$ cat config.mk
export PLATFORM = sky130hd
export DESIGN_NAME = tkmc_key_matrix
export DESIGN_NICKNAME = d
export VERILOG_FILES = /design/src/tkmc_pkg.sv /design/src/tkmc_key_matrix.sv
export SDC_FILE = /design/constraint.sdc
export NUM_CORES = 1
export LEC_CHECK = 0
export BUFFER_PORTS_ARGS = -buffer_cell sky130_fd_sc_hd__buf_2
export CORE_UTILIZATION = 60
export DETAILED_ROUTE_END_ITERATION = 8
export HOLD_SLACK_MARGIN = 0.12
export PLACE_DENSITY = 0.75
export SLEW_MARGIN = 15
export SYNTH_ARGS = -nofsm -noshare
export SYNTH_HDL_FRONTEND = slang
export SYNTH_SLANG_ARGS = --single-unit
$ cat constraint.sdc
create_clock -name clk -period 10.7 [get_ports clk]
set_input_delay 2.675 -clock clk [delete_from_list [all_inputs] [get_ports clk]]
set_output_delay 2.675 -clock clk [all_outputs]
set_load 0.02 [all_outputs]
$ cat src/tkmc_pkg.sv
/*
 * Shared constants, key positions and state carriers of the front-panel
 * key matrix controller.
 * Assumes a single 200 MHz clock; all slow timing derives from a 1 ms tick.
 */
package tkmc_pkg;

    // clock and tick
    localparam int CLK_PERIOD_NS = 5;
    localparam int TICK_NS = 1000000;
    localparam int TICK_CYCLES = TICK_NS / CLK_PERIOD_NS;
    localparam int TICK_MS = 1;

    // times in ms and their counts in ticks
    localparam int ENTRY_TIMEOUT_MS = 3500;
    localparam int FINE_HOLD_MS = 500;
    localparam int FINE_REPEAT_MS = 125;
    localparam int LEVEL_REPEAT_MS = 100;
    localparam int CHANNEL_PAUSE_MS = 600;
    localparam int SEARCH_WAIT_MS = 100;
    localparam int SKIP_SETTLE_MS = 2;
    localparam int AUTO_STEP_MS = 8;
    localparam int ENTRY_CNT = ENTRY_TIMEOUT_MS / TICK_MS;
    localparam int FINE_HOLD_CNT = FINE_HOLD_MS / TICK_MS;
    localparam int FINE_REPEAT_CNT = FINE_REPEAT_MS / TICK_MS;
    localparam int LEVEL_REPEAT_CNT = LEVEL_REPEAT_MS / TICK_MS;
    localparam int PAUSE_CNT = CHANNEL_PAUSE_MS / TICK_MS;
    localparam int SEARCH_CNT = SEARCH_WAIT_MS / TICK_MS;
    localparam int SETTLE_CNT = SKIP_SETTLE_MS / TICK_MS;
    localparam int AUTO_CNT = AUTO_STEP_MS / TICK_MS;

    // matrix geometry: bit index = row * 4 + (3 - return input)
    localparam logic [3:0] LAST_ROW = 4'h8;
    localparam int KEY_BITS = 36;
    localparam int KEY_FINE_UP = 10;
    localparam int KEY_FINE_DOWN = 11;
    localparam int KEY_CH_UP = 12;
    localparam int KEY_LOUD_UP = 13;
    localparam int KEY_CHROMA_UP = 14;
    localparam int KEY_HUE_UP = 15;
    localparam int KEY_CH_DOWN = 16;
    localparam int KEY_LOUD_DOWN = 17;
    localparam int KEY_CHROMA_DOWN = 18;
    localparam int KEY_HUE_DOWN = 19;
    localparam int KEY_SKIP_ERASE = 20;
    localparam int KEY_SKIP_WRITE = 21;
    localparam int KEY_AUDIO_MUX = 22;
    localparam int KEY_POWER = 23;
    localparam int SW_CABLE = 24;
    localparam int SW_AUTO_TUNE = 25;
    localparam int SW_CH_LOCK = 26;
    localparam int SW_MEM_EDIT = 27;
    localparam int DIODE_CH_COUNT = 28;
    localparam int DIODE_UPDOWN = 29;

    // channel plan and levels
    localparam logic [6:0] CH_MIN = 7'h02;
    localparam logic [6:0] CH_BROADCAST_MAX = 7'h53;
    localparam logic [6:0] CH_CABLE_105_MAX = 7'h24;
    localparam logic [6:0] CH_CABLE_133_MAX = 7'h40;
    localparam logic [6:0] FINE_UPPER = 7'h37;
    localparam logic [6:0] FINE_LOWER = 7'h49;
    localparam logic [5:0] LEVEL_INIT = 6'h20;
    localparam logic [5:0] LEVEL_MAX = 6'h3f;
    localparam logic [6:0] PWM_PERIOD = 7'h43;
    localparam logic [6:0] PWM_OFFSET = 7'h02;
    localparam logic [1:0] MUX_INIT = 2'h3;

    typedef enum logic [1:0] {
        CH_IDLE = 2'b00,
        CH_SKIP = 2'b01,
        CH_SEARCH = 2'b10,
        CH_PAUSE = 2'b11
    } tkmc_ch_e;

    typedef struct packed {
        logic [5:0] loudness;
        logic [5:0] chroma;
        logic [5:0] hue;
    } tkmc_levels_s;

    typedef struct packed {
        logic [17:0] tick_cnt;
        logic [3:0] row;
        logic [35:0] raw;
        logic [35:0] prev;
        logic [35:0] deb;
        logic [3:0] ret_s1, ret_s2;
        logic sd_s1, sd_s2, sk_s1, sk_s2;
        logic au_s1, au_s2, ad_s1, ad_s2;
        logic power, mute, pic_mute, blank;
        logic [6:0] channel;
        logic [6:0] fine;
        tkmc_levels_s lvl;
        logic [1:0] mux;
        logic pending;
        logic [3:0] tens;
        logic [11:0] entry_tmr;
        logic [9:0] rep_tmr;
        tkmc_ch_e ch_st;
        logic ch_up;
        logic [9:0] ch_tmr;
        logic [3:0] auto_tmr;
        logic skip_we, skip_bit;
        logic [6:0] pwm_cnt;
        logic pwm_loud, pwm_chroma, pwm_hue;
        logic [6:0] row_drive;
        logic [1:0] digit_drive;
    } tkmc_state_s;

endpackage

$ cat src/tkmc_key_matrix.sv
/*
 * Front-panel key matrix controller: scans the segment/digit rows,
 * debounces keys, switches and diodes and turns them into channel,
 * fine tuning, level, skip-memory, audio multiplex and power actions.
 * Assumes return inputs, station detect, skip data and auto-tune
 * correction inputs are asynchronous pins; skip memory is addressed
 * externally by channel_num.
 */
`timescale 1ns/10ps

// Contract
// [RL1] two digit presses give tens then units
// [RL2] second digit missing 3-4 s abandons entry
// [RL3] nonexistent channel entry discarded, old channel kept
// [RL4] short fine-up press adds one step
// [RL5] held fine-up repeats every 125 ms
// [RL6] fine offset wraps between +2.2 and -2.2 MHz
// [RL7] new channel clears fine offset
// [RL8] fine-down mirrors fine-up, lowering frequency
// [RL9] edit on: channel-up steps, repeats every 600 ms
// [RL10] edit off: step until skip memory stop data
// [RL11] auto search stops on station, pause 600 ms
// [RL12] channel-down mirrors channel-up, going lower
// [RL13] loudness steps every 100 ms, 64 duty levels
// [RL14] chroma and hue step like loudness
// [RL15] edit on: skip-erase writes 1, mutes
// [RL16] edit on: skip-write writes 0, mutes
// [RL17] audio mux key advances selector sequence
// [RL18] power key toggles; off ignores other keys
// [RL19] band switch picks plan, toggle resets channel 2
// [RL20] auto-tune switch follows correction inputs, no fine keys
// [RL21] channel lock ignores digits and up/down
// [RL22] edit switch gates loudness, mux, skip keys
// [RL23] count diode: fitted 133, open 105 channels
// [RL24] fitted diode reads one, open reads zero
// [RL25] station detector answers within 100 ms
// [RL26] scan one row, sample returns, debounce
module tkmc_key_matrix #(
    parameter int TICK_CYCLES = tkmc_pkg::TICK_CYCLES
) (
    // clock and reset
    input wire logic clk,
    input wire logic arst_n,
    // key matrix
    output logic [6:0] row_drive,
    output logic [1:0] digit_drive,
    input wire logic [3:0] return_in,
    // external status inputs
    input wire logic station_detect_n,
    input wire logic skip_data_in,
    input wire logic auto_up_in,
    input wire logic auto_down_in,
    // tuning
    output logic [6:0] channel_num,
    output logic [6:0] fine_offset,
    output logic picture_mute,
    // skip memory write
    output logic skip_write_strobe,
    output logic skip_write_bit,
    // levels and duty outputs
    output tkmc_pkg::tkmc_levels_s levels,
    output logic loudness_pwm,
    output logic chroma_pwm,
    output logic hue_pwm,
    // audio, power, display
    output logic audio_mux_sel_1,
    output logic audio_mux_sel_2,
    output logic power_on,
    output logic mute,
    output logic display_blank,
    output logic entry_pending,
    output logic [3:0] entry_tens
);
    import tkmc_pkg::*;

    tkmc_state_s s;
    tkmc_state_s next_s;

    logic ms;
    logic frame;
    logic act;
    logic [35:0] press;
    logic [35:0] cur;
    logic [8:0] rows;
    logic [4:0] dig;
    logic [6:0] num;
    logic [6:0] top;
    logic fine_due;
    logic lvl_due;
    logic step_ch;
    logic ch_key;

    function automatic logic [6:0] fine_step(input logic [6:0] f,
                                             input logic up);
        if (up) begin
            fine_step = (f == FINE_UPPER) ? FINE_LOWER : f + 7'h01;
        end else begin
            fine_step = (f == FINE_LOWER) ? FINE_UPPER : f - 7'h01;
        end
    endfunction

    function automatic logic [5:0] lvl_step(input logic [5:0] l,
                                            input logic up);
        if (up) begin
            lvl_step = (l == LEVEL_MAX) ? l : l + 6'h01;
        end else begin
            lvl_step = (l == 6'h00) ? l : l - 6'h01;
        end
    endfunction

    function automatic logic [6:0] next_channel(input logic [6:0] c,
                                                input logic up,
                                                input logic [6:0] t);
        if (up) begin
            next_channel = (c >= t) ? CH_MIN : c + 7'h01;
        end else begin
            next_channel = (c <= CH_MIN) ? t : c - 7'h01;
        end
    endfunction

    function automatic logic [4:0] first_digit(input logic [9:0] p);
        first_digit = 5'h00;
        for (int i = 9; i >= 0; i--) begin
            if (p[i]) begin
                first_digit = {1'b1, 4'(i)};
            end
        end
    endfunction

    function automatic logic pwm_level(input logic [6:0] cnt,
                                       input logic [5:0] l);
        // level 0 is 0/67, level n is (n+2)/67
        pwm_level = (l != 6'h00) && (cnt < ({1'b0, l} + PWM_OFFSET));
    endfunction

    always_comb begin
        next_s = s;
        next_s.skip_we = 1'b0;
        press = 36'h0_0000_0000;
        cur = s.raw;
        rows = 9'h000;
        dig = 5'h00;
        num = 7'h00;
        fine_due = 1'b0;
        lvl_due = 1'b0;
        step_ch = 1'b0;
        ch_key = 1'b0;
        frame = 1'b0;
        act = s.power;

        // synchronisers
        next_s.ret_s1 = return_in;
        next_s.ret_s2 = s.ret_s1;
        next_s.sd_s1 = station_detect_n;
        next_s.sd_s2 = s.sd_s1;
        next_s.sk_s1 = skip_data_in;
        next_s.sk_s2 = s.sk_s1;
        next_s.au_s1 = auto_up_in;
        next_s.au_s2 = s.au_s1;
        next_s.ad_s1 = auto_down_in;
        next_s.ad_s2 = s.ad_s1;

        // 1 ms tick divider
        ms = (s.tick_cnt == 18'(TICK_CYCLES - 1));
        next_s.tick_cnt = ms ? 18'h0_0000 : s.tick_cnt + 18'h0_0001;

        // row scan: sample at the end of each row period
        if (ms) begin
            cur[6'(s.row) * 6'd4 +: 4] = {s.ret_s2[0], s.ret_s2[1],
                                          s.ret_s2[2], s.ret_s2[3]}; // see [RL24]
            next_s.raw = cur;
            if (s.row == LAST_ROW) begin
                next_s.row = 4'h0;
                frame = 1'b1;
            end else begin
                next_s.row = s.row + 4'h1;
            end
            rows = 9'h001 << next_s.row; // see [RL26]
            next_s.row_drive = rows[6:0];
            next_s.digit_drive = rows[8:7];
        end

        // two equal frames in a row make the debounced image
        if (frame) begin
            next_s.prev = cur;
            if (cur == s.prev) begin
                next_s.deb = cur; // see [RL26]
            end
            press = next_s.deb & ~s.deb;
        end

        top = !s.deb[SW_CABLE] ? CH_BROADCAST_MAX :
              s.deb[DIODE_CH_COUNT] ? CH_CABLE_133_MAX :
              CH_CABLE_105_MAX; // see [RL19] [RL23]

        // power key
        if (press[KEY_POWER]) begin
            next_s.power = ~s.power; // see [RL18]
            next_s.blank = s.power;
            next_s.pending = 1'b0;
            next_s.ch_st = CH_IDLE;
            next_s.pic_mute = 1'b0;
            if (!s.power) begin
                next_s.mute = 1'b0;
            end
            act = 1'b0;
        end

        // band switch toggle
        if (act && frame && (next_s.deb[SW_CABLE] != s.deb[SW_CABLE])) begin
            next_s.channel = CH_MIN; // see [RL19]
            next_s.fine = 7'h00;
            next_s.pending = 1'b0;
            next_s.ch_st = CH_IDLE;
            next_s.pic_mute = 1'b0;
            act = 1'b0;
        end

        // direct entry
        dig = first_digit(press[9:0]);
        if (act && !s.deb[SW_CH_LOCK] && dig[4]) begin // see [RL21]
            if (s.pending) begin
                num = 7'(s.tens) * 7'd10 + 7'(dig[3:0]); // see [RL1]
                next_s.pending = 1'b0;
                if (num >= CH_MIN && num <= top) begin // see [RL3]
                    if (num != s.channel) begin
                        next_s.fine = 7'h00; // see [RL7]
                    end
                    next_s.channel = num;
                end
            end else begin
                next_s.pending = 1'b1;
                next_s.tens = dig[3:0];
                next_s.entry_tmr = 12'h000;
            end
        end else if (s.pending && ms) begin
            if (s.entry_tmr == 12'(ENTRY_CNT - 1)) begin
                next_s.pending = 1'b0; // see [RL2]
            end else begin
                next_s.entry_tmr = s.entry_tmr + 12'h001;
            end
        end

        // shared repeat timer for fine and level keys
        if (ms) begin
            fine_due = (s.deb[KEY_FINE_UP] || s.deb[KEY_FINE_DOWN]) &&
                       (s.rep_tmr == 10'(FINE_HOLD_CNT - 1));
            lvl_due = (s.rep_tmr == 10'(LEVEL_REPEAT_CNT - 1));
            if (fine_due) begin
                next_s.rep_tmr = 10'(FINE_HOLD_CNT - FINE_REPEAT_CNT); // see [RL5]
            end else if (lvl_due && !(s.deb[KEY_FINE_UP] ||
                                      s.deb[KEY_FINE_DOWN])) begin
                next_s.rep_tmr = 10'h000; // see [RL13]
            end else begin
                next_s.rep_tmr = s.rep_tmr + 10'h001;
            end
        end
        if (|press[KEY_HUE_DOWN:KEY_FINE_UP]) begin
            next_s.rep_tmr = 10'h000;
        end

        // manual fine tuning, disabled in auto-tune mode
        if (act && !s.deb[SW_AUTO_TUNE]) begin // see [RL20]
            if (press[KEY_FINE_UP] || (fine_due && s.deb[KEY_FINE_UP])) begin
                next_s.fine = fine_step(s.fine, 1'b1); // see [RL4] [RL6]
            end else if (press[KEY_FINE_DOWN] ||
                         (fine_due && s.deb[KEY_FINE_DOWN])) begin
                next_s.fine = fine_step(s.fine, 1'b0); // see [RL8]
            end
        end

        // automatic correction every 8 ms, idle during channel stepping
        if (act && s.deb[SW_AUTO_TUNE] && s.ch_st == CH_IDLE && ms) begin
            if (s.auto_tmr == 4'(AUTO_CNT - 1)) begin
                next_s.auto_tmr = 4'h0;
                if (s.au_s2 && !s.ad_s2) begin
                    next_s.fine = fine_step(s.fine, 1'b1); // see [RL20]
                end else if (s.ad_s2 && !s.au_s2) begin
                    next_s.fine = fine_step(s.fine, 1'b0);
                end
            end else begin
                next_s.auto_tmr = s.auto_tmr + 4'h1;
            end
        end

        // level keys; loudness is locked out while editing skip memory
        if (act && !s.deb[SW_MEM_EDIT]) begin // see [RL22]
            if (press[KEY_LOUD_UP] || (lvl_due && s.deb[KEY_LOUD_UP])) begin
                next_s.lvl.loudness = lvl_step(s.lvl.loudness, 1'b1); // see [RL13]
            end else if (press[KEY_LOUD_DOWN] ||
                         (lvl_due && s.deb[KEY_LOUD_DOWN])) begin
                next_s.lvl.loudness = lvl_step(s.lvl.loudness, 1'b0);
            end
        end
        if (act) begin
            if (press[KEY_CHROMA_UP] || (lvl_due && s.deb[KEY_CHROMA_UP])) begin
                next_s.lvl.chroma = lvl_step(s.lvl.chroma, 1'b1); // see [RL14]
            end else if (press[KEY_CHROMA_DOWN] ||
                         (lvl_due && s.deb[KEY_CHROMA_DOWN])) begin
                next_s.lvl.chroma = lvl_step(s.lvl.chroma, 1'b0);
            end
            if (press[KEY_HUE_UP] || (lvl_due && s.deb[KEY_HUE_UP])) begin
                next_s.lvl.hue = lvl_step(s.lvl.hue, 1'b1); // see [RL14]
            end else if (press[KEY_HUE_DOWN] ||
                         (lvl_due && s.deb[KEY_HUE_DOWN])) begin
                next_s.lvl.hue = lvl_step(s.lvl.hue, 1'b0);
            end
        end

        // skip memory edit and audio multiplex
        if (act && s.deb[SW_MEM_EDIT]) begin // see [RL22]
            if (press[KEY_SKIP_ERASE]) begin
                next_s.skip_we = 1'b1; // see [RL15]
                next_s.skip_bit = 1'b1;
                next_s.mute = 1'b1;
            end else if (press[KEY_SKIP_WRITE]) begin
                next_s.skip_we = 1'b1; // see [RL16]
                next_s.skip_bit = 1'b0;
                next_s.mute = 1'b1;
            end
        end else if (act && press[KEY_AUDIO_MUX]) begin
            next_s.mux = {~s.mux[1] | s.mux[0], ~(&s.mux)}; // see [RL17]
        end

        // channel up/down
        ch_key = s.ch_up ? s.deb[KEY_CH_UP] : s.deb[KEY_CH_DOWN];
        if (act && !s.deb[SW_CH_LOCK] && s.ch_st == CH_IDLE &&
            (press[KEY_CH_UP] || press[KEY_CH_DOWN])) begin // see [RL21]
            next_s.ch_up = press[KEY_CH_UP]; // see [RL12]
            step_ch = 1'b1;
        end else if (act) begin
            unique case (s.ch_st)
                CH_IDLE: begin
                end
                CH_SKIP: begin
                    if (ms) begin
                        next_s.ch_tmr = s.ch_tmr + 10'h001;
                        if (s.ch_tmr == 10'(SETTLE_CNT - 1)) begin
                            if (!s.sk_s2) begin
                                next_s.ch_st = CH_PAUSE; // see [RL10]
                                next_s.ch_tmr = 10'h000;
                            end else begin
                                step_ch = 1'b1;
                            end
                        end
                    end
                end
                CH_SEARCH: begin
                    if (!s.sd_s2) begin
                        next_s.ch_st = CH_PAUSE; // see [RL11] [RL25]
                        next_s.ch_tmr = 10'h000;
                    end else if (ms) begin
                        next_s.ch_tmr = s.ch_tmr + 10'h001;
                        if (s.ch_tmr == 10'(SEARCH_CNT - 1)) begin
                            step_ch = 1'b1;
                        end
                    end
                end
                CH_PAUSE: begin
                    if (!ch_key) begin
                        next_s.ch_st = CH_IDLE;
                    end else if (ms) begin
                        next_s.ch_tmr = s.ch_tmr + 10'h001;
                        if (s.ch_tmr == 10'(PAUSE_CNT - 1)) begin
                            step_ch = 1'b1; // see [RL9]
                        end
                    end
                end
            endcase
        end
        if (step_ch) begin
            next_s.channel = next_channel(s.channel, next_s.ch_up, top);
            next_s.fine = 7'h00; // see [RL7]
            next_s.ch_tmr = 10'h000;
            next_s.pending = 1'b0;
            if (s.deb[DIODE_UPDOWN]) begin
                next_s.ch_st = CH_SEARCH; // see [RL11]
            end else if (s.deb[SW_MEM_EDIT]) begin
                next_s.ch_st = CH_PAUSE; // see [RL9]
            end else begin
                next_s.ch_st = CH_SKIP; // see [RL10]
            end
        end
        next_s.pic_mute = act && (next_s.ch_st == CH_SEARCH ||
                                  next_s.ch_st == CH_SKIP);

        // duty outputs over a 67-count period
        next_s.pwm_cnt = (s.pwm_cnt == PWM_PERIOD - 7'h01) ? 7'h00 :
                         s.pwm_cnt + 7'h01;
        next_s.pwm_loud = pwm_level(s.pwm_cnt, s.lvl.loudness); // see [RL13]
        next_s.pwm_chroma = pwm_level(s.pwm_cnt, s.lvl.chroma);
        next_s.pwm_hue = pwm_level(s.pwm_cnt, s.lvl.hue);
    end

    always_ff @(posedge clk or negedge arst_n) begin
        if (!arst_n) begin
            s <= '0;
            s.channel <= CH_MIN;
            s.lvl <= {LEVEL_INIT, LEVEL_INIT, LEVEL_INIT};
            s.mux <= MUX_INIT;
            s.blank <= 1'b1;
            s.ch_st <= CH_IDLE;
            s.ret_s1 <= 4'h0;
            s.row_drive <= 7'h01;
            s.sd_s1 <= 1'b1;
            s.sd_s2 <= 1'b1;
        end else begin
            s <= next_s;
        end
    end

    assign row_drive = s.row_drive;
    assign digit_drive = s.digit_drive;
    assign channel_num = s.channel;
    assign fine_offset = s.fine;
    assign picture_mute = s.pic_mute;
    assign skip_write_strobe = s.skip_we;
    assign skip_write_bit = s.skip_bit;
    assign levels = s.lvl;
    assign loudness_pwm = s.pwm_loud;
    assign chroma_pwm = s.pwm_chroma;
    assign hue_pwm = s.pwm_hue;
    assign audio_mux_sel_1 = s.mux[1];
    assign audio_mux_sel_2 = s.mux[0];
    assign power_on = s.power;
    assign mute = s.mute;
    assign display_blank = s.blank;
    assign entry_pending = s.pending;
    assign entry_tens = s.tens;
endmodule

== Word-level counts from Yosys, hierarchy flattened ==
Index checks and enable logic that the tools add are counted.
W data, S select, Z words.

* Register bits: 249
* Bits in latches: 0
* RAM bits: 0
* Memory bits (read-only): 0
* Input port bits: 10
* Output and inout port bits: 57
* Logic and storage cells: 309
* Memories: 0

* Add/subtract/negate cells: 22
* Multipliers: 1
* Div/mod/pow operators: 0
* Magnitude comparators: 7
* Equal/unequal tests: 34
* Shifts and indexed selects: 3
* Mux-type cells: 119
* Bitwise operators: 8
* Reduce and logical (&&, ||, !) cells: 73

{| class="wikitable"
|+ Operator list
! operator !! count
|-
| $mux W10 || 13
|-
| $mux W7 || 16
|-
| $mux W36 || 3
|-
| $mux W6 || 12
|-
| $mux W14 || 5
|-
| $mux W5 || 10
|-
| $mux W12 || 4
|-
| $bwmux W36 || 1
|-
| $eq A36 B36 Y1 || 1
|-
| $shift A4 B8 Y36 const A || 1
|-
| $shiftx A4 B8 Y36 || 1
|-
| $logic_and A1 B1 Y1 || 31
|-
| $mux W1 || 30
|-
| $mux W2 || 15
|-
| $pmux W10 S3 || 1
|-
| $mux W25 || 1
|-
| $and A24 B24 Y24 || 1
|-
| $mux W24 || 1
|-
| $not A24 Y24 || 1
|-
| $add A6 B2 Y7 const B || 3
|-
| $add A7 B1 Y7 const B || 3
|-
| $lt A7 B7 Y1 || 3
|-
| $add A10 B1 Y10 const B || 2
|-
| $eq A10 B7 Y1 const B || 2
|-
| 49 further kinds || 106
|}

== Depth between registers and ports, before layout ==
Gate-level depths: netlist of run 1.

* Depth after elaboration: 33
* Mapped depth: 33
* Mapped depth without buffers: 28

== Least setup slack after synthesis of run 1 ==
OpenSTA, ideal clock, no wires.

* Kind: reg-to-reg
* From: reg s[227] (netlist bit)
* To: reg s (netlist bit fine_offset[0])
* Setup time: 0.133 ns
* Arrival time: 7.456 ns
* Data required time: 10.567 ns
* Setup slack: 3.112 ns
* Stages on the path, launching flop included: 32
* Path buffers: 4
* Period minus slack after synthesis: 7.588 ns
* Cell sequence: dfrtp_1 clkbuf_1 inv_1 ha_1 buf_2 nor3b_1 a21oi_2 nor4_1 mux2i_1 xnor2_1 or4b_1 or2_0 clkbuf_1 or4_1 buf_2 or2_2 nor3_1 ha_1 a21o_1 a21oi_1 nor2_1 xnor2_1 ha_1 a21boi_0 o31ai_1 a32oi_1 a211oi_1 o221a_2 o21ai_1 a21bo_2 o221ai_1 nor2b_1

{| class="wikitable"
|+ RTL lines
! element !! line !! RTL
|-
| from (decl) || tkmc_key_matrix.sv:76 || <nowiki>tkmc_state_s s;</nowiki>
|-
| from (signal assigned) || tkmc_key_matrix.sv:408 || <nowiki>s <= next_s;</nowiki>
|}

==> qor.txt, run 1 <==
Ports: 67
Die ar.: 27280 µm²
CTS tree: built
Row count: 59
Die outline width: 165.2 µm
Cell variety after synth: 99
Mapped cell area: 15970 µm²
Clock sink count: 243
Worst Path Max Fanout: 15
#FFs+latches synth: 243
EDFF count, synth: 0
Port-buffer cells: 66
Crit share post-route: 0.8419
Most frequent cells in the layout: dfrtp_1, nand2_1, nor2_1
Crit path required time: 11.10 ns
Placed cell count: 2092
# fillers: 2156
Most common cell after layout, fill and taps aside: dfrtp_1
Post-Route WL: 42400 µm
Remaining routing DRC violations: 0
Reg2Reg Launch Point: s[227]
Global-route usage over all layers: 0.3150
Fmax: 111.0 MHz
Switch Pwr: 411.0 µW
Clk network pwr share: 0.510
Worst-Skew Late Latency: 0.55 ns
Final Wtd Congestion: 0.9798
RSZ-0062 raised after global routing: false
Leakage: 0.007958 µW
Sw Ratio: 0.2108
Final-report hold violation count: 0
Setup CP Type: flop to flop
Die Ht: 165.2 µm
Pint: 1539 µW
Fin crit period: 9.008 ns
MaxCap Viol Count: 0
Synth area leaders: dfrtp_1, ha_1, nand2_1
Status: finished, final reports clean
Remaining Overflow, GRT: 0
Htree depth: 1
Worst Setup SP: s[227]
Max Clock Skew: 0.01280 ns
Data arrival, critical path: 9.41 ns
Mapped Avg Cell Area: 8.845 µm²
Combinational Power Share: 0.015
First-pass GRT wire length: 67790 µm
HP Class: flop to flop
Ys async rst share: 1.000
Peak supply drop: 0.1407 mV
Setup Fix Bufs, Post-CTS: 0
Antenna violations before repair: 0
DR iter-0 viols: 1354
Cell taking the most area after synthesis: dfrtp_1
WL met3: 2723 µm
Worst Tran Pin Value: 1.049 ns
Beginning of the worst hold path: next_s[107]
Avg WL per Cell: 19.80 µm
Slew margin rel.: 0.2932
Power density over the cells: 113.9 nW/µm²
Synth Instances: 1806
Core area: 26060 µm²
Largest net degree at the start of global routing: 121
Slew Viols, Final: 0
Final Setup Violations: 0
Post-Layout Cell Count: 2141
CTS root buf: clkbuf_16
CTS Hold Buffers Added: 0
DR vias/cell: 6.362
Worst-path clk slew: 0.07 ns
Startpoint Class: flop
Crit-path max cell delay: 0.75 ns
Met2 WL: 19670 µm
Post-CTS Resized: 0
HPWL after DPL: 30390 µm
Post-route ant nets: 0
Final nets: 1870
Ant. Diodes: 0
Crit-path slowest cell: or4_2
Top layer in use: met4
Sequential power share: 0.476
Share of the synthesized area in the top cell type: 0.3650
Total number of vias: 13620
Ratio of cells with drive above 1 in the final layout: 0.1157
Post-synth net total: 1890
YS warnings: 0
Initial Utilization: 0.6130
Vias in the first global route: 12680
TritonCTS buffer count: 27
M1 WL: 18390 µm
CP Capture Type: flop
Post-synthesis sequential area ratio: 0.3815
P&R area growth vs syn: 7.191%
CTS Buffer Depth: 3
Router iterations before antenna repair: 6
Synth Flop Type: dfrtp_1
Post-Route Setup TNS: 0 ns
routing by layer:
metal | global-route usage | vias up
li1 | - | 6387
met1 | 0.4237 | 6590
met2 | 0.5126 | 532
met3 | 0.04371 | 112
met4 | 0.1259 | 0
met5 | 0 | -
worst max-delay path, delay by kind of cell (launching register included):
kind | cells | cell delay, ns
fa+ha+maj | 3 | 1.13
simple gates | 7 | 2.24
xor+xnor | 1 | 0.38
flops | 1 | 0.53
mux | 1 | 0.44
buf+inv | 3 | 0.41
compound gates | 13 | 3.71
state kept, by name, indices dropped and copies added (netlist names):
name and flops:
entry_pending 1, s 178, levels 18, display_blank 1, power_on 1, audio_mux_sel_1 1
next_s 8, digit_drive 2, audio_mux_sel_2 1, hue_pwm 1, fine_offset 7, picture_mute 1
channel_num 7, chroma_pwm 1, entry_tens 4, mute 1, skip_write_bit 1, loudness_pwm 1
row_drive 7, skip_write_strobe 1
power by group through the flow:
| stage | registers [µW] | logic [µW] | clock network [µW] |
|---|---|---|---|
| 2_1_floorplan | 940 | 8.57 | 0 |
| 3_3_place_gp | 944 | 29.7 | 0 |
| 3_5_place_dp | 944 | 29.8 | 0 |
| 4_1_cts | 927 | 29.8 | 1010 |
| 5_1_grt | 927 | 33.6 | 1040 |
| 6_report | 928 | 28.5 | 994 |
cells in the mapped netlist, drive strengths merged, types with 34 or more instances:
| library cell | number |
|---|---|
| a21oi | 83 |
| buf | 58 |
| clkbuf | 71 |
| dfrtp | 233 |
| ha | 69 |
| inv | 96 |
| mux2i | 34 |
| nand2 | 176 |
| nand3 | 65 |
| nor2 | 150 |
| nor3 | 55 |
| o21ai | 129 |
| xnor2 | 68 |
| xor2 | 38 |
worst paths after layout:
| path | end | slack, ns | cells past startpoint |
|---|---|---|---|
| min reg2reg | s[107] | 0.35 | 0 |
| max | fine_offset[0] | 1.69 | 28 |
| min in group asynchronous | levels[2] | 2.18 | 1 |
| max in group asynchronous | s[52] | 6.48 | 3 |
| min | s[107] | 0.35 | 0 |
| max reg2reg | fine_offset[0] | 1.69 | 28 |
cell families after synthesis:
group,synth area share
and+or+nand+nor,0.2145
AOI/OAI and AO/OA,0.1766
adders and majority gates,0.06031
xor gates and xnor gates,0.05953
buffers and inverters,0.06509
muxes,0.04245
DFF,0.3815
through the flow:
stage	area, µm²	setup slack [ns]	total power (µW)	hold slack (ns)	utilization
after floorplan	15970	3.112	949.0	0.3312	-
after global placement	16170	2.118	973.5	0.3320	0.6206
after detailed placement	16170	1.804	973.6	0.3363	0.6206
after CTS	17120	1.775	1965	0.3502	0.6569
after global routing	17120	0.9919	2003	0.3547	0.6571
final	17120	1.692	1950	0.3471	0.6571
layout make-up:
class	count	area (µm²)	area share
multi-input combinational	1338	8860	0.5174
sequential	243	6093	0.3559
clock inverter	11	187.7	0.01096
tap	335	419.2	0.02448
clock buffer	38	757.0	0.04421
timing repair buffer	80	445.4	0.02601
inverter	96	360.3	0.02104
(Power assumes the default switching activity.)
==> run 2: changes to the inputs <==
--- a/config.mk
+++ b/config.mk
@@ -5,11 +5,12 @@
 export SDC_FILE = /design/constraint.sdc
 export NUM_CORES = 1
 export LEC_CHECK = 0
+export ABC_AREA = 1
 export BUFFER_PORTS_ARGS = -buffer_cell sky130_fd_sc_hd__buf_2
-export CORE_UTILIZATION = 60
+export CORE_UTILIZATION = 57
 export DETAILED_ROUTE_END_ITERATION = 8
 export HOLD_SLACK_MARGIN = 0.12
-export PLACE_DENSITY = 0.75
+export PLACE_DENSITY = 0.74
 export SLEW_MARGIN = 15
 export SYNTH_ARGS = -nofsm -noshare
 export SYNTH_HDL_FRONTEND = slang
==> constraint.sdc (replaced) <==
create_clock -name clk -period 7.9 [get_ports clk]
set_input_delay 1.975 -clock clk [delete_from_list [all_inputs] [get_ports clk]]
set_output_delay 1.975 -clock clk [all_outputs]
set_load 0.02 [all_outputs]
==> run 2 against run 1 <==
  * Maximum frequency up 31%
  * Hold slack improved by 0.0028 ns
  * First-iteration DRC count decreased by 25%
  * Clock power rose by 47%
  * Sequential share of layout area fell by 0.28 points
  * Worst setup slack worse by 0.66 ns
  * Non-clock buffer count shrank 4
  * Combinational power rose by 18%
  * Synthesized cell count rose by 18%
  * Total power grew 41%
  * Critical path depth up 10
==> qor.txt, run 2 <==
Status: finished, final reports clean
Most frequent cells in the layout: nand2_1, inv_1, dfrtp_1
Die Ht: 169.0 µm (+2.3%)
First-pass GRT wire length: 66920 µm (-1.3%)
Fin crit period: 6.869 ns (-2.139 ns)
Design Area, Final: 17260 µm² (+0.80%)
Vias in the first global route: 13730 (+8.2%)
DR iter-0 viols: 1010 (-25%)
CP Capture Type: flop
Met2 WL: 18710 µm (-4.9%)
Pint: 2196 µW (+43%)
Top layer in use: met4
Cell variety after synth: 64 (-35%)
Max Clock Skew: 0.02115 ns (+0.008354 ns)
CTS Hold Buffers Added: 0 (unchanged)
Crit-path slowest cell: ha_1
Ports: 67 (unchanged)
Share of the synthesized area in the top cell type: 0.3666 (+0.001637)
Worst Tran Pin Value: 1.061 ns (+0.01193 ns)
Row count: 60 (+1.7%)
Htree depth: 1 (unchanged)
Remaining routing DRC violations: 0 (unchanged)
Startpoint Class: flop
Cell taking the most area after synthesis: dfrtp_1
Initial Utilization: 0.5852 (-0.02783)
Most common cell after layout, fill and taps aside: nand2_1
Port-buffer cells: 66 (unchanged)
Mapped Avg Cell Area: 7.445 µm² (-16%)
MaxCap Viol Count: 0 (unchanged)
Clock sink count: 243 (unchanged)
Fmax: 145.6 MHz (+31%)
Most instantiated cells after synthesis: nand2_1, inv_1, dfrtp_1
Post-route ant nets: 0 (unchanged)
EDFF count, synth: 0 (unchanged)
Final Wtd Congestion: 0.9502 (-3.0%)
Peak supply drop: 0.1435 mV (+2.0%)
M1 WL: 18060 µm (-1.8%)
Setup Fix Bufs, Post-CTS: 0 (unchanged)
Post-synth net total: 2220 (+17%)
Post-Route WL: 39630 µm (-6.5%)
P&R area growth vs syn: 8.529%
HP Class: flop to flop
Crit path required time: 8.30 ns (-2.80 ns)
Sequential power share: 0.456 (-0.020)
Post-Route Setup TNS: 0 ns (unchanged)
DP Area: 16200 µm² (+0.15%)
Post-CTS Resized: 0 (unchanged)
Switch Pwr: 553.9 µW (+35%)
Antenna violations before repair: 0 (unchanged)
Crit share post-route: 0.8695 (+0.02764)
TritonCTS buffer count: 28 (+3.7%)
Beginning of the worst hold path: next_s[113]
Synth area leaders: dfrtp_1, nand2_1, inv_1
Leakage: 0.008730 µW (+9.7%)
DP Worst Slack: 1.187 ns (-0.6166 ns)
Worst path most repeated cell: nand2_1
Clk network pwr share: 0.532 (+0.022)
Final WS setup: 1.031 ns (-0.6612 ns)
Combinational Power Share: 0.012 (-0.003)
Die outline width: 169.0 µm (+2.3%)
Max reg flops: 178 (unchanged)
Power density over the cells: 159.3 nW/µm² (+40%)
YS warnings: 0 (unchanged)
Total number of vias: 14180 (+4.1%)
Ratio of cells with drive above 1 in the final layout: 0.09834 (-0.01739)
RSZ-0062 raised after global routing: false
HPWL after DPL: 29010 µm (-4.6%)
Mapped cell area: 15900 µm² (-0.45%)
Placed cell count: 2486 (+19%)
Most common cell in the netlist: nand2_1
Final-report hold violation count: 0 (unchanged)
#FFs+latches synth: 243 (unchanged)
Crit-path max cell delay: 0.51 ns (-0.24 ns)
Worst Setup SP: s[227]
Global-route usage over all layers: 0.2854 (-0.02961)
Final nets: 2228 (+19%)
Pwr Total: 2750 µW (+41%)
Worst-Skew Late Latency: 0.55 ns (about the same)
Worst Path Max Fanout: 25 (+10)
Router iterations before antenna repair: 5 (-1)
Core area: 27180 µm² (+4.3%)
DR vias/cell: 5.587 (-12%)
Sw Ratio: 0.2014 (-0.009314)
Remaining Overflow, GRT: 0 (unchanged)
Ys async rst share: 1.000 (unchanged)
Worst-path clk slew: 0.06 ns (about the same)
Die ar.: 28570 µm² (+4.7%)
CTS tree: built
Slew Viols, Final: 0 (unchanged)
Post-synthesis sequential area ratio: 0.3832 (+0.001711)
CTS root buf: clkbuf_16
Post-Layout Cell Count: 2538 (+19%)
WL met3: 1908 µm (-30%)
CTS Buffer Depth: 3 (unchanged)
Data arrival, critical path: 7.27 ns (-2.14 ns)
Setup CP Type: flop to flop
Reg2Reg Launch Point: s[227]
Most flop-heavy register: s
Avg WL per Cell: 15.61 µm (-21%)
Synth Flop Type: dfrtp_1
Ant. Diodes: 0 (unchanged)
Final Setup Violations: 0 (unchanged)
Largest net degree at the start of global routing: 133 (+9.9%)
Slew margin rel.: 0.2883 (-0.004939)
Synth Instances: 2136 (+18%)
run 2: cell types whose count changed in the layout (fill, tap and decap cells not counted), moves of 43 or more:
| cell | previous run | this run |
|---|---|---|
| nand3_1 | 65 | 132 |
| xnor2_1 | 68 | 20 |
| nand2_1 | 174 | 496 |
| nand4_1 | 30 | 75 |
| inv_1 | 95 | 274 |
| o21ai_0 | 125 | 184 |
| a21oi_1 | 82 | 125 |
run 2: worst max-delay path, delay by kind of cell, from the launching register on:
kind            cells  cell delay [ns]
buf+inv             4             0.67
xor+xnor            1             0.46
fa+ha+maj           3             0.94
simple gates       26             3.43
flops               1             0.49
compound gates      4             0.70
run 2: worst paths after layout:
check | slack (ns) | endpoint | cells past startpoint
setup / recovery | 1.03 | fine_offset[4] | 38
hold / removal | 0.35 | s[113] | 0
setup reg to reg | 1.03 | fine_offset[4] | 38
hold reg to reg | 0.35 | s[113] | 0
max in group asynchronous | 4.77 | s[212] | 2
min in group asynchronous | 1.53 | s[111] | 1
run 2: kinds of logic after synthesis:
group	after synthesis	share of synthesized area
flops	243	0.3832
simple gates	976	0.2807
compound gates	379	0.1304
xor+xnor	66	0.03635
fa+ha+maj	74	0.06058
mux	1	0.0007081
buf+inv	397	0.1080
run 2: per-stage QoR:
stage / hold WS [ns] / utilization
2_1_floorplan: 0.3312 / -
3_3_place_gp: 0.3327 / 0.5960
3_5_place_dp: 0.3395 / 0.5960
4_1_cts: 0.3521 / 0.6351
5_1_grt: 0.3533 / 0.6351
6_report: 0.3499 / 0.6351
run 2: per-layer routing:
layer	track usage	vias up
met1	0.3927	6740
met5	0	-
met2	0.4759	351
met3	0.03414	60
li1	-	7028
met4	0.07834	0
run 2: layout make-up:
cell class,instances,area [µm²]
clock buffers,37,805.8
clock inverters,15,255.2
fillers,2517,9917
inverters,299,1122
multi-input cells,1496,8102
flip-flops and latches,243,6093
well taps,372,465.4
repair buffers,76,415.4
run 2: power groups by stage:
stage	registers (µW)	clock network, µW	logic, µW
6_report	1250	1460	33.7
5_1_grt	1250	1540	40.2
4_1_cts	1250	1490	35.8
3_5_place_dp	1280	0	35.8
3_3_place_gp	1280	0	35.6
2_1_floorplan	1270	0	4.90
